--- config.mk ---
export PLATFORM = sky130hd
export DESIGN_NAME = dpd_core
export DESIGN_NICKNAME = d
export VERILOG_FILES = /design/src/hw/dpd_pkg.sv /design/src/hw/dpd_if.sv /design/src/hw/dpd_sync.sv /design/src/hw/dpd_core.sv
export SDC_FILE = /design/constraint.sdc
export NUM_CORES = 1
export LEC_CHECK = 0
export BUFFER_PORTS_ARGS = -buffer_cell sky130_fd_sc_hd__buf_2
export CORE_MARGIN = 2
export CORE_UTILIZATION = 30
export CTS_CLUSTER_SIZE = 40
export DETAILED_ROUTE_END_ITERATION = 8
export GPL_ROUTABILITY_DRIVEN = 0
export GPL_TIMING_DRIVEN = 0
export SYNTH_ARGS = -nofsm -noshare
export SYNTH_HDL_FRONTEND = slang
export SYNTH_HIERARCHICAL = 1
export SYNTH_SLANG_ARGS = --single-unit
--- constraint.sdc ---
create_clock -name i_clock -period 3.18 [get_ports i_clock]
set_clock_uncertainty 0.15 [all_clocks]
set_input_delay 0.954 -clock i_clock [delete_from_list [all_inputs] [get_ports i_clock]]
set_output_delay 0.954 -clock i_clock [all_outputs]
set_load 0.005 [all_outputs]
--- src/hw/dpd_pkg.sv ---
// Package: constants for the DMA page register and I/O decode block
`default_nettype none
package dpd_pkg;
   // ==========================================
   // Page register, clock chip and coprocessor I/O addresses (10-bit port)
   localparam logic [9:0] PAGE_CH2_ADDR     = 10'h081;
   localparam logic [9:0] PAGE_CH3_ADDR     = 10'h082;
   localparam logic [9:0] PAGE_CH0_ADDR     = 10'h087;
   localparam logic [9:0] PAGE_CH6_ADDR     = 10'h089;
   localparam logic [9:0] PAGE_CH7_ADDR     = 10'h08A;
   localparam logic [9:0] PAGE_REFRESH_ADDR = 10'h08F;
   localparam logic [9:0] CLOCK_DATA_ADDR   = 10'h071;
   // Coprocessor port; the read-enable term decodes SA9 and XA8, not this port
   localparam logic [9:0] COPROC_ADDR       = 10'h0F8;
   // ==========================================
   // Block codes from address bits 9..5
   localparam logic [4:0] BLK_SLAVE_DMAC    = 5'h00;
   localparam logic [4:0] BLK_MASTER_IRQ    = 5'h01;
   localparam logic [4:0] BLK_TIMER         = 5'h02;
   localparam logic [4:0] BLK_PERIPH        = 5'h03;
   localparam logic [4:0] BLK_INTERNAL      = 5'h04;
   localparam logic [4:0] BLK_SLAVE_IRQ     = 5'h05;
   localparam logic [4:0] BLK_MASTER_DMAC   = 5'h06;
   localparam logic [4:0] BLK_COPROC_RESET  = 5'h07;
   // ==========================================
   // Page register file layout
   localparam int unsigned PAGE_WIDTH       = 8;
   localparam int unsigned PAGE_COUNT       = 6;
   localparam logic [7:0]  PAGE_RESET       = 8'h00;
   // Register slot indices
   localparam logic [2:0]  SLOT_CH2         = 3'h0;
   localparam logic [2:0]  SLOT_CH3         = 3'h1;
   localparam logic [2:0]  SLOT_CH0         = 3'h2;
   localparam logic [2:0]  SLOT_CH6         = 3'h3;
   localparam logic [2:0]  SLOT_CH7         = 3'h4;
   localparam logic [2:0]  SLOT_REFRESH     = 3'h5;
   localparam logic [2:0]  SLOT_NONE        = 3'h7;
   // Synchroniser depth for pins
   localparam int unsigned SYNC_STAGES      = 3;
   // Pin levels while idle, in synchroniser bit order
   localparam logic [36:0] PIN_IDLE         = 37'h07EFFFF9FF;
endpackage : dpd_pkg
`default_nettype wire

--- src/hw/dpd_if.sv ---
// Interface: pin samples handed from the synchroniser to the core
`default_nettype none
interface dpd_pin_if #(parameter int unsigned WIDTH = 32);
   logic [WIDTH-1:0] raw;
   logic [WIDTH-1:0] clean;
   modport sync (input raw, output clean);
   modport core (output raw, input clean);
endinterface : dpd_pin_if
`default_nettype wire

--- src/hw/dpd_sync.sv ---
// Three-stage synchroniser with agreement filter for asynchronous pins
`default_nettype none
module dpd_sync
   import dpd_pkg::*;
#(
   parameter int unsigned      WIDTH = 32,
   parameter logic [WIDTH-1:0] IDLE  = '1
) (
   input  wire logic i_clock,
   input  wire logic i_resetn,
   input  wire logic i_enable,
   dpd_pin_if.sync   pins
);
   import dpd_pkg::*;

   typedef struct packed {
      logic [WIDTH-1:0] s1;
      logic [WIDTH-1:0] s2;
      logic [WIDTH-1:0] s3;
      logic [WIDTH-1:0] clean;
   } dpd_sync_state_type;

   dpd_sync_state_type state_ff;
   dpd_sync_state_type nxt_state;

   // ==========================================
   // Next state: a bit moves only when stages two and three agree
   always_comb begin
      nxt_state = state_ff;
      if (i_enable) begin
         nxt_state.s1 = pins.raw;
         nxt_state.s2 = state_ff.s1;
         nxt_state.s3 = state_ff.s2;
         for (int i = 0; i < int'(WIDTH); i++) begin
            if (state_ff.s2[i] == state_ff.s3[i]) begin
               nxt_state.clean[i] = state_ff.s3[i];
            end
         end
      end
   end

   // Reset to each pin's idle level so no false edge follows reset
   always_ff @(posedge i_clock or negedge i_resetn) begin
      if (!i_resetn) begin
         state_ff <= {4{IDLE}};
      end else begin
         state_ff <= nxt_state;
      end
   end

   assign pins.clean = state_ff.clean;
endmodule : dpd_sync
`default_nettype wire

--- src/hw/dpd_core.sv ---
// DMA page registers, I/O chip-select decode and support strobes
`default_nettype none
module dpd_core
   import dpd_pkg::*;
(
   input  wire logic        i_clock,
   input  wire logic        i_resetn,
   input  wire logic        i_enable,
   // CPU and bus control pins
   input  wire logic        i_cpu_hold_ack,
   input  wire logic        i_cpu_ale,
   input  wire logic        i_master_n,
   input  wire logic        i_ior_n,
   input  wire logic        i_iow_n,
   input  wire logic        i_memr_n,
   input  wire logic        i_inta_n,
   input  wire logic        i_coproc_select_n,
   input  wire logic        i_refresh,
   input  wire logic        i_sa9,
   input  wire logic [8:0]  i_x_address_lines,
   // DMA acknowledges, active low: 0,2,3,4,6,7
   input  wire logic        i_dack0_n,
   input  wire logic        i_dack2_n,
   input  wire logic        i_dack3_n,
   input  wire logic        i_dack4_n,
   input  wire logic        i_dack6_n,
   input  wire logic        i_dack7_n,
   // Error and floppy pins
   input  wire logic        i_high_bank_parity_err_n,
   input  wire logic        i_coproc_error,
   input  wire logic        i_controller_step_in,
   input  wire logic        i_seek_enable_in_n,
   input  wire logic        i_nmi_clear,
   // X data bus, split into its three signals
   input  wire logic [7:0]  i_x_data_bus,
   output logic      [7:0]  o_x_data_bus,
   output logic             o_x_data_bus_oe,
   // Chip selects, all active low
   output logic             o_clock_chip_read_strobe_n,
   output logic             o_clock_chip_write_cmd_n,
   output logic             o_slave_dmac_select_n,
   output logic             o_master_irq_ctrl_select_n,
   output logic             o_timer_chip_select_n,
   output logic             o_periph_io_select_n,
   output logic             o_internal_reg_select_n,
   output logic             o_slave_irq_ctrl_select_n,
   output logic             o_master_dmac_select_n,
   output logic             o_coproc_reset_select_n,
   output logic             o_xbus_read_enable_n,
   // Strobes and page outputs
   output logic             o_buffered_latch_enable,
   output logic             o_dma_mode_indication,
   output logic             o_nmi,
   output logic             o_coproc_error_irq,
   output logic             o_drive_step,
   output logic      [6:0]  o_page_address,
   output logic             o_page_bit16_out
);
   import dpd_pkg::*;

   localparam int unsigned NPINS = 37;

   // ==========================================
   // Pin synchroniser
   dpd_pin_if #(.WIDTH(NPINS)) pins ();

   assign pins.raw = {i_cpu_hold_ack, i_cpu_ale, i_master_n, i_ior_n, i_iow_n,
                      i_memr_n, i_inta_n, i_coproc_select_n, i_refresh, i_sa9,
                      i_x_address_lines, i_dack0_n, i_dack2_n, i_dack3_n,
                      i_dack4_n, i_dack6_n, i_dack7_n, i_high_bank_parity_err_n,
                      i_coproc_error, i_controller_step_in, i_seek_enable_in_n,
                      i_x_data_bus};

   dpd_sync #(.WIDTH(NPINS), .IDLE(PIN_IDLE)) u_sync (
      .i_clock  (i_clock),
      .i_resetn (i_resetn),
      .i_enable (i_enable),
      .pins     (pins)
   );

   logic       hold_ack, ale, master_n, ior_n, iow_n, memr_n, inta_n, cop_n;
   logic       refresh, sa9, dk0, dk2, dk3, dk4, dk6, dk7, par_n, cop_err;
   logic       step_in, seek_n;
   logic [8:0] xa;
   logic [7:0] xd;

   assign {hold_ack, ale, master_n, ior_n, iow_n, memr_n, inta_n, cop_n, refresh,
           sa9, xa, dk0, dk2, dk3, dk4, dk6, dk7, par_n, cop_err, step_in,
           seek_n, xd} = pins.clean;

   // ==========================================
   // Decode helpers
   // Maps a port address to a page register slot
   // page register address map
   function automatic logic [2:0] page_slot(input logic [9:0] addr);
      case (addr)
         PAGE_CH2_ADDR:     page_slot = SLOT_CH2;
         PAGE_CH3_ADDR:     page_slot = SLOT_CH3;
         PAGE_CH0_ADDR:     page_slot = SLOT_CH0;
         PAGE_CH6_ADDR:     page_slot = SLOT_CH6;
         PAGE_CH7_ADDR:     page_slot = SLOT_CH7;
         PAGE_REFRESH_ADDR: page_slot = SLOT_REFRESH;
         default:           page_slot = SLOT_NONE;
      endcase
   endfunction : page_slot

   // ==========================================
   // State
   typedef enum logic [2:0] {
      ST_IDLE  = 3'b001,
      ST_MEMRD = 3'b010,
      ST_DONE  = 3'b100
   } dpd_parity_state_type;

   typedef struct packed {
      logic [PAGE_COUNT-1:0][PAGE_WIDTH-1:0] page;
      dpd_parity_state_type                  par_st;
      logic                                  iow_n_d;
      logic [7:0]                            wr_data;
      logic [7:0]                            xd_out;
      logic                                  xd_oe;
      logic [9:0]                            sel_n;
      logic                                  clk_rd_n;
      logic                                  clk_wr_n;
      logic                                  xread_n;
      logic                                  buffered_latch_enable;
      logic                                  dma_mode;
      logic                                  nmi;
      logic                                  coproc_error_irq;
      logic                                  step;
      logic [6:0]                            page_addr;
      logic                                  page16;
   } dpd_state_type;

   dpd_state_type state_ff;
   dpd_state_type nxt_state;

   logic [9:0] port;
   logic       dma_cycle;
   logic [2:0] slot;
   logic [2:0] drive_slot;
   logic       drive_page;

   assign port      = {sa9, xa};
   assign dma_cycle = hold_ack;
   assign slot      = page_slot(port);

   // ==========================================
   // Channel selection for the address drive
   always_comb begin
      drive_page = 1'b1;
      if (refresh) begin
         drive_slot = SLOT_REFRESH;
      end else if (!dk0) begin
         drive_slot = SLOT_CH0;
      end else if (!dk2) begin
         drive_slot = SLOT_CH2;
      end else if (!dk3) begin
         drive_slot = SLOT_CH3;
      end else if (!dk6) begin
         drive_slot = SLOT_CH6;
      end else if (!dk7) begin
         drive_slot = SLOT_CH7;
      end else if (!dk4) begin
         drive_slot = SLOT_NONE;
         drive_page = 1'b0;
      end else begin
         drive_slot = SLOT_NONE;
         drive_page = 1'b0;
      end
   end

   // ==========================================
   // Next-state logic
   always_comb begin
      nxt_state = state_ff;
      if (i_enable) begin
         nxt_state.iow_n_d = iow_n;
         // Data is only promised while the command is low; keep the last byte seen
         if (!iow_n) begin
            nxt_state.wr_data = xd;
         end
         // latch X data on write strobe rise
         if (!dma_cycle && !state_ff.iow_n_d && iow_n && slot != SLOT_NONE) begin
            nxt_state.page[slot] = state_ff.wr_data;
         end

         nxt_state.sel_n = 10'h3FF;
         if (!dma_cycle) begin
            nxt_state.sel_n[0] = !(port[9:5] == BLK_SLAVE_DMAC);
            nxt_state.sel_n[1] = !(port[9:5] == BLK_MASTER_IRQ);
            nxt_state.sel_n[2] = !(port[9:5] == BLK_TIMER);
            nxt_state.sel_n[3] = !(port[9:5] == BLK_PERIPH);
            nxt_state.sel_n[4] = !(port[9:5] == BLK_INTERNAL);
            nxt_state.sel_n[5] = !(port[9:5] == BLK_SLAVE_IRQ);
            nxt_state.sel_n[6] = !(port[9:5] == BLK_MASTER_DMAC);
            nxt_state.sel_n[7] = !(port[9:5] == BLK_COPROC_RESET);
         end

         nxt_state.clk_rd_n = !(!dma_cycle && !ior_n && port == CLOCK_DATA_ADDR);
         nxt_state.clk_wr_n = !(!dma_cycle && !iow_n && port == CLOCK_DATA_ADDR);

         // INTA + COPROC_SELECT*SA9*XA8*IOR, active terms low
         nxt_state.xread_n = !(!inta_n || (!cop_n && sa9 && xa[8] && !ior_n));

         // page register read onto X data
         nxt_state.xd_oe  = 1'b0;
         nxt_state.xd_out = 8'h00;
         // reads carried on X data bus
         if (!dma_cycle && !ior_n && slot != SLOT_NONE) begin
            nxt_state.xd_oe  = 1'b1;
            nxt_state.xd_out = state_ff.page[slot];
         end

         nxt_state.buffered_latch_enable     = ale | hold_ack;
         nxt_state.dma_mode = hold_ack | !master_n;

         nxt_state.coproc_error_irq = cop_err;
         nxt_state.step  = step_in & !seek_n;

         // upper seven bits, bit zero to bit 16
         // bit 16 doubles as SA16 for slave DMA
         if (drive_page) begin
            nxt_state.page_addr = state_ff.page[drive_slot][7:1];
            nxt_state.page16    = state_ff.page[drive_slot][0];
         end else begin
            nxt_state.page_addr = 7'h00;
            nxt_state.page16    = 1'b0;
         end

         // parity sampled at start of memory read
         case (state_ff.par_st)
            ST_IDLE: begin
               if (!memr_n) begin
                  nxt_state.par_st = ST_MEMRD;
                  if (!par_n) begin
                     nxt_state.nmi = 1'b1;
                  end
               end
            end
            ST_MEMRD: begin
               if (memr_n) begin
                  nxt_state.par_st = ST_IDLE;
               end
            end
            default: begin
               nxt_state.par_st = ST_IDLE;
            end
         endcase
         // Set wins: clear only when no new error lands
         if (i_nmi_clear && !(state_ff.par_st == ST_IDLE && !memr_n && !par_n)) begin
            nxt_state.nmi = 1'b0;
         end
      end
   end

   // ==========================================
   // State register; chip selects idle high, support strobes low, pages cleared
   always_ff @(posedge i_clock or negedge i_resetn) begin
      if (!i_resetn) begin
         state_ff          <= '0;
         state_ff.page     <= {PAGE_COUNT{PAGE_RESET}};
         state_ff.par_st   <= ST_IDLE;
         state_ff.iow_n_d  <= 1'b1;
         state_ff.sel_n    <= 10'h3FF;
         state_ff.clk_rd_n <= 1'b1;
         state_ff.clk_wr_n <= 1'b1;
         state_ff.xread_n  <= 1'b1;
      end else begin
         state_ff <= nxt_state;
      end
   end

   // ==========================================
   // Outputs straight from the state register
   assign o_x_data_bus               = state_ff.xd_out;
   assign o_x_data_bus_oe            = state_ff.xd_oe;
   assign o_clock_chip_read_strobe_n = state_ff.clk_rd_n;
   assign o_clock_chip_write_cmd_n   = state_ff.clk_wr_n;
   assign o_slave_dmac_select_n      = state_ff.sel_n[0];
   assign o_master_irq_ctrl_select_n = state_ff.sel_n[1];
   assign o_timer_chip_select_n      = state_ff.sel_n[2];
   assign o_periph_io_select_n       = state_ff.sel_n[3];
   assign o_internal_reg_select_n    = state_ff.sel_n[4];
   assign o_slave_irq_ctrl_select_n  = state_ff.sel_n[5];
   assign o_master_dmac_select_n     = state_ff.sel_n[6];
   assign o_coproc_reset_select_n    = state_ff.sel_n[7];
   assign o_xbus_read_enable_n       = state_ff.xread_n;
   assign o_buffered_latch_enable    = state_ff.buffered_latch_enable;
   assign o_dma_mode_indication      = state_ff.dma_mode;
   assign o_nmi                      = state_ff.nmi;
   assign o_coproc_error_irq         = state_ff.coproc_error_irq;
   assign o_drive_step               = state_ff.step;
   assign o_page_address             = state_ff.page_addr;
   assign o_page_bit16_out           = state_ff.page16;
endmodule : dpd_core
`default_nettype wire

==> flow_summary.json, run 1 <==
{
  "fillers": 3741,
  "io_buffers": 71,
  "path_clk_slew_ps": 60,
  "start_util_pct": 30.39,
  "min_period_ps": 2892,
  "cts_inserted_buffers": 26,
  "yosysWarningCount": 6,
  "grt_pass1_vias": 7600,
  "drt-initial-drc-count": 442,
  "grt_max_degree": 90,
  "cp_max_fo": 10,
  "min_period_over_period_pct": 90.93,
  "finalWirelength_um": 26790,
  "slowest_stage": "a311oi_1",
  "power_leakage_nw": 5.733,
  "drt-vias-per-instance": 4.884,
  "seqPwrFrac_pct": 43.5,
  "ir_drop_mv": 0.3791,
  "area_growth_pct": 16.87,
  "clock_latency_ps": 520,
  "relSlewSlack_pct": 27.96,
  "worst_pin_slew_ps": 1073,
  "core_um2": 37670,
  "syn_area_per_cell_um2": 12.39,
  "stdcell_count": 1556,
  "antenna_cells": 0,
  "dp_cells": 1508,
  "status": "complete, no violations",
  "die_w_um": 199.4,
  "max-cap-violations": 0,
  "crit_buf_inv": 2,
  "syn_nets": 965,
  "max_freq_ghz": 0.3458,
  "cts-root-buf": "clkbuf_16",
  "htreeDepth": 1,
  "path_cells": "buf_4, buf_1, nand2_1, a311oi_1, o2bb2ai_1, o31ai_1",
  "nets": 1066,
  "grt_pass1_wl_um": 42790,
  "num_vias": 7599,
  "cpPeakStageDelay_ps": 910,
  "syn_inst": 924,
  "syn_area_um2": 11450,
  "wl_per_cell_um": 17.21,
  "die-area_um2": 39740,
  "std_cell_rows": 71,
  "timing_hold_violations_final": 0,
  "place_hpwl_um": 19440,
  "setup_violations": 0,
  "io_pins": 74,
  "critPathLaunchType": "register",
  "setup_tns_ps": 0,
  "dieHeight_um": 199.4,
  "powerDensity_nw_per_um2": 730.3,
  "combinationalPowerShare_pct": 25.9,
  "crit_arrival_ps": 3160,
  "clkPwrFrac_pct": 30.6,
  "worstSetupPathType": "reg -> reg",
  "setup_ws_ps": 288.3,
  "clock-sinks": 236,
  "grt_overflow": 0,
  "drc": 0,
  "cts_setup_buffers": 0,
  "switching_share_pct": 30.46,
  "utilization_pct": 35.52,
  "antenna_found_initial": 0,
  "drtAntennaViolNets": 0,
  "dp_slack_ps": -435.8,
  "cts_buffer_depth": 3,
  "drive_gt1_share_pct": 48.33,
  "critPathTopFamily": "compound AO/OA/AOI/OAI gates",
  "cell_internal_pwr_w": 0.006795,
  "gr-usage-all-layers_pct": 13.59,
  "maxSlewViolCount": 0,
  "worstPathRequired_ps": 3450,
  "first_pass_iters": 5,
  "hold_class": "in -> async",
  "rsz0062_at_grt": "false",
  "tritoncts": "yes",
  "end_kind": "register",
  "switchingPower_w": 0.002977
}
[power by group through the flow]
stage / clock, W / combinational [W] / sequential (W)
6_report: 0.00299 / 0.00253 / 0.00425
5_1_grt: 0.00321 / 0.00276 / 0.00434
4_1_cts: 0.00308 / 0.00251 / 0.00425
3_5_place_dp: 0 / 0.00251 / 0.00430
3_3_place_gp: 0 / 0.00245 / 0.00428
2_1_floorplan: 0 / 0.00188 / 0.00409
[cells in the final DEF, fill, tap and decap left out, drive strengths merged, types with 15 or more instances in the layout]
cell / instances
a21o: 37
a21oi: 22
a22o: 36
a32oi: 15
buf: 157
clkbuf: 61
dfrtp: 99
dfstp: 137
inv: 16
mux2: 170
mux2i: 17
nand2: 24
nand2b: 48
nor2: 38
nor3: 21
[metrics by stage]
step	hold WS (ps)	instance area (um2)	power (W)
final	249.6	13380	0.009771
after global placement	314.1	12440	0.006726
after floorplan	305.8	11450	0.005969
after global routing	288.0	13380	0.01031
after detailed placement	311.0	12510	0.006804
after CTS	267.3	13380	0.009848
[sequential cells by signal, summed over array words and instances (netlist names), 7 cells and up]
signal,cells
u_sync/state_ff,108
u_sync/pins.clean,36
o_x_data_bus,8
state_ff,59
o_page_address,7
[path summary, 6_finish.rpt]
check / start / endpoint / slack (ps) / cells after the start
min reg2reg: o_xbus_read_enable_n / o_xbus_read_enable_n / 310 / 2
max in group asynchronous: i_resetn / state_ff[90] / 1430 / 3
max: u_sync/pins.clean[19] / o_x_data_bus[2] / 290 / 6
min in group i_clock: o_xbus_read_enable_n / o_xbus_read_enable_n / 310 / 2
max reg2reg: u_sync/pins.clean[19] / o_x_data_bus[2] / 290 / 6
min: i_resetn / u_sync/state_ff[146] / 250 / 1
[layer usage]
metal / GRT usage, % / share of wire (%) / vias to the layer above
li1: - / - / 3539
met3: 2.295 / 5.4 / 36
met4: 3.649 / 1.8 / 0
met5: 0 / 0 / -
met2: 21.58 / 46 / 210
met1: 19.15 / 47 / 3814
[layout make-up]
cell class	count	area, um2	area share [%]
clock buffers	40	795.8	5.947
inverters	16	60.06	0.4489
flip-flops and latches	236	6077	45.42
plain buffers	105	714.4	5.339
well taps	511	639.4	4.778
multi-input cells	567	4602	34.39
repair buffers	73	420.4	3.142
clock inverters	8	71.32	0.5330
[repair_timing]
action                     in CTS  in global routing
setup endpoints to repair       0                  1
hold buffers                    0                  0
gates resized for setup         0                  1
No activity file was read; power rests on OpenSTA's default activity.
==> run 2: changes to the inputs <==
Settings changed: ABC_CLOCK_PERIOD_IN_PS from default to 3180, PLACE_DENSITY from default to 0.52.
==> run 2 against run 1 <==
Effect of this change: combinational power about the same; wire length up 3.2%; first-iteration DRC count up 24%; non-clock buffer count stayed put; sequential power is essentially flat; fmax shrank 1.6%; count of clock-buffer cells in the layout decreased by 1; critical path depth up 1; worst setup slack lost 46 ps; register-to-register slack got worse by 50 ps.
==> flow_summary.json, run 2 (same netlist as run 1, synthesis figures left out) <==
{
  "fillers": 3781,
  "min_period_over_period_pct": 92.37,
  "cts_setup_buffers": 0,
  "timing_hold_violations_final": 0,
  "start_util_pct": 30.39,
  "std_cell_rows": 71,
  "worst_pin_slew_ps": 1046,
  "first_pass_iters": 5,
  "cts_inserted_buffers": 28,
  "path_clk_slew_ps": 60,
  "final_cell_mix": "mux2_2 (170), dfstp_2 (137), dfrtp_1 (99)",
  "drc": 0,
  "htreeDepth": 1,
  "crit_arrival_ps": 3220,
  "worstPathRequired_ps": 3460,
  "largest_register": "u_sync/state_ff",
  "clock-sinks": 236,
  "seqCellArea_um2": 6077,
  "multi_input_area_um2": 4602,
  "clock_latency_ps": 550,
  "area_growth_pct": 16.95,
  "drt-vias-per-instance": 4.865,
  "setup_violations": 0,
  "drtAntennaViolNets": 0,
  "die-area_um2": 39740,
  "rr_startpoint": "u_sync/pins.clean[21]",
  "ctsHoldBuffers": 0,
  "r2r_end": "o_x_data_bus[5]",
  "grt_overflow": 0,
  "wl_per_cell_um": 17.73,
  "worstSetupPathType": "reg -> reg",
  "core_um2": 37670,
  "totalPowerFinal_w": 0.009789,
  "antenna_found_initial": 0,
  "critPathLaunchType": "register",
  "cts-root-buf": "clkbuf_16",
  "stdcell_count": 1560,
  "rsz0062_at_grt": "false",
  "nets": 1068,
  "cp_max_fo": 10,
  "placed_area_um2": 12510,
  "powerDensity_nw_per_um2": 731.1,
  "min_period_ps": 2937,
  "finalInstanceArea_um2": 13390,
  "maxSlewViolCount": 0,
  "num_vias": 7590,
  "hold_class": "in -> async",
  "max_freq_ghz": 0.3405,
  "dp_cells": 1508,
  "finalWirelength_um": 27650,
  "gr-usage-all-layers_pct": 14.17,
  "status": "complete, no violations",
  "drt-initial-drc-count": 548,
  "cts_buffer_depth": 3,
  "end_kind": "register",
  "grt_pass1_wl_um": 44340,
  "ir_drop_mv": 0.4305,
  "largest_reg_flops": 108,
  "io_pins": 74,
  "r2r_slack_ps": 240,
  "startpoint": "u_sync/pins.clean[21]",
  "dieHeight_um": 199.4,
  "max-cap-violations": 0,
  "place_hpwl_um": 19690,
  "final_common_cell": "mux2_2",
  "power_leakage_nw": 5.746,
  "grt_max_degree": 121,
  "grt_pass1_vias": 7636,
  "reg2reg_depth": 7,
  "relSlewSlack_pct": 29.82,
  "drive_gt1_share_pct": 48.52,
  "io_buffers": 71,
  "antenna_cells": 0,
  "tritoncts": "yes",
  "cts_resized": 0,
  "die_w_um": 199.4
}
==> run 2: cell count changes in the layout (fill, tap and decap cells not counted) <==
cell / before / now
clkbuf_8: 5 / 4
clkinv_16: 0 / 1
bufinv_16: 1 / 0
clkinvlp_4: 1 / 0
clkinv_2: 5 / 11
==> run 2: metal layers <==
layer,GRT usage [%],vias to the layer above,routed length [um]
met5,0,-,0
met4,3.512,0,625
met3,2.278,42,1296
met2,21.73,197,12060
met1,20.79,3795,13670
li1,-,3556,-
==> run 2: metrics by stage <==
| step | hold WS [ps] | util [%] | setup TNS, ps | setup slack [ps] |
|---|---|---|---|---|
| after floorplan | 305.8 | - | 0 | 410.5 |
| after global routing | 335.6 | 35.55 | 0 | 103.9 |
| after global placement | 314.1 | 33.04 | -577110 | -3277 |
| after CTS | 318.3 | 35.53 | 0 | 113.9 |
| after detailed placement | 318.7 | 33.21 | -14800 | -464.2 |
| final | 295.2 | 35.55 | 0 | 242.8 |
==> run 2: worst max path at each step <==
stage	end	slack, ps
final	o_x_data_bus[5]	240
after global routing	o_x_data_bus[2]	100
after CTS	o_page_address[5]	110
after detailed placement	o_page_address[5]	-460
after global placement	state_ff[91]	-3280
after floorplan	state_ff[71]	410
==> run 2: power by group <==
group	total, W	switching [W]	internal [W]
Sequential	0.00427	0.000497	0.00377
Combinational	0.00253	0.00131	0.00122
Clock	0.00299	0.00127	0.00173
==> run 2: layout make-up <==
class | count | area share [%]
repair buffers | 73 | 3.140
clock buffers | 39 | 5.841
multi-input cells | 567 | 34.37
flip-flops and latches | 236 | 45.39
plain buffers | 105 | 5.336
well taps | 511 | 4.775
clock inverters | 13 | 0.7009
inverters | 16 | 0.4486
==> run 2: worst max-delay path, stage by stage, from the launching register on <==
cell and delay (ps):
dfstp_2 580, buf_4 140, buf_2 230, buf_1 470, buf_1 510, o211a_1 420, a32oi_1 180, o31ai_1 140
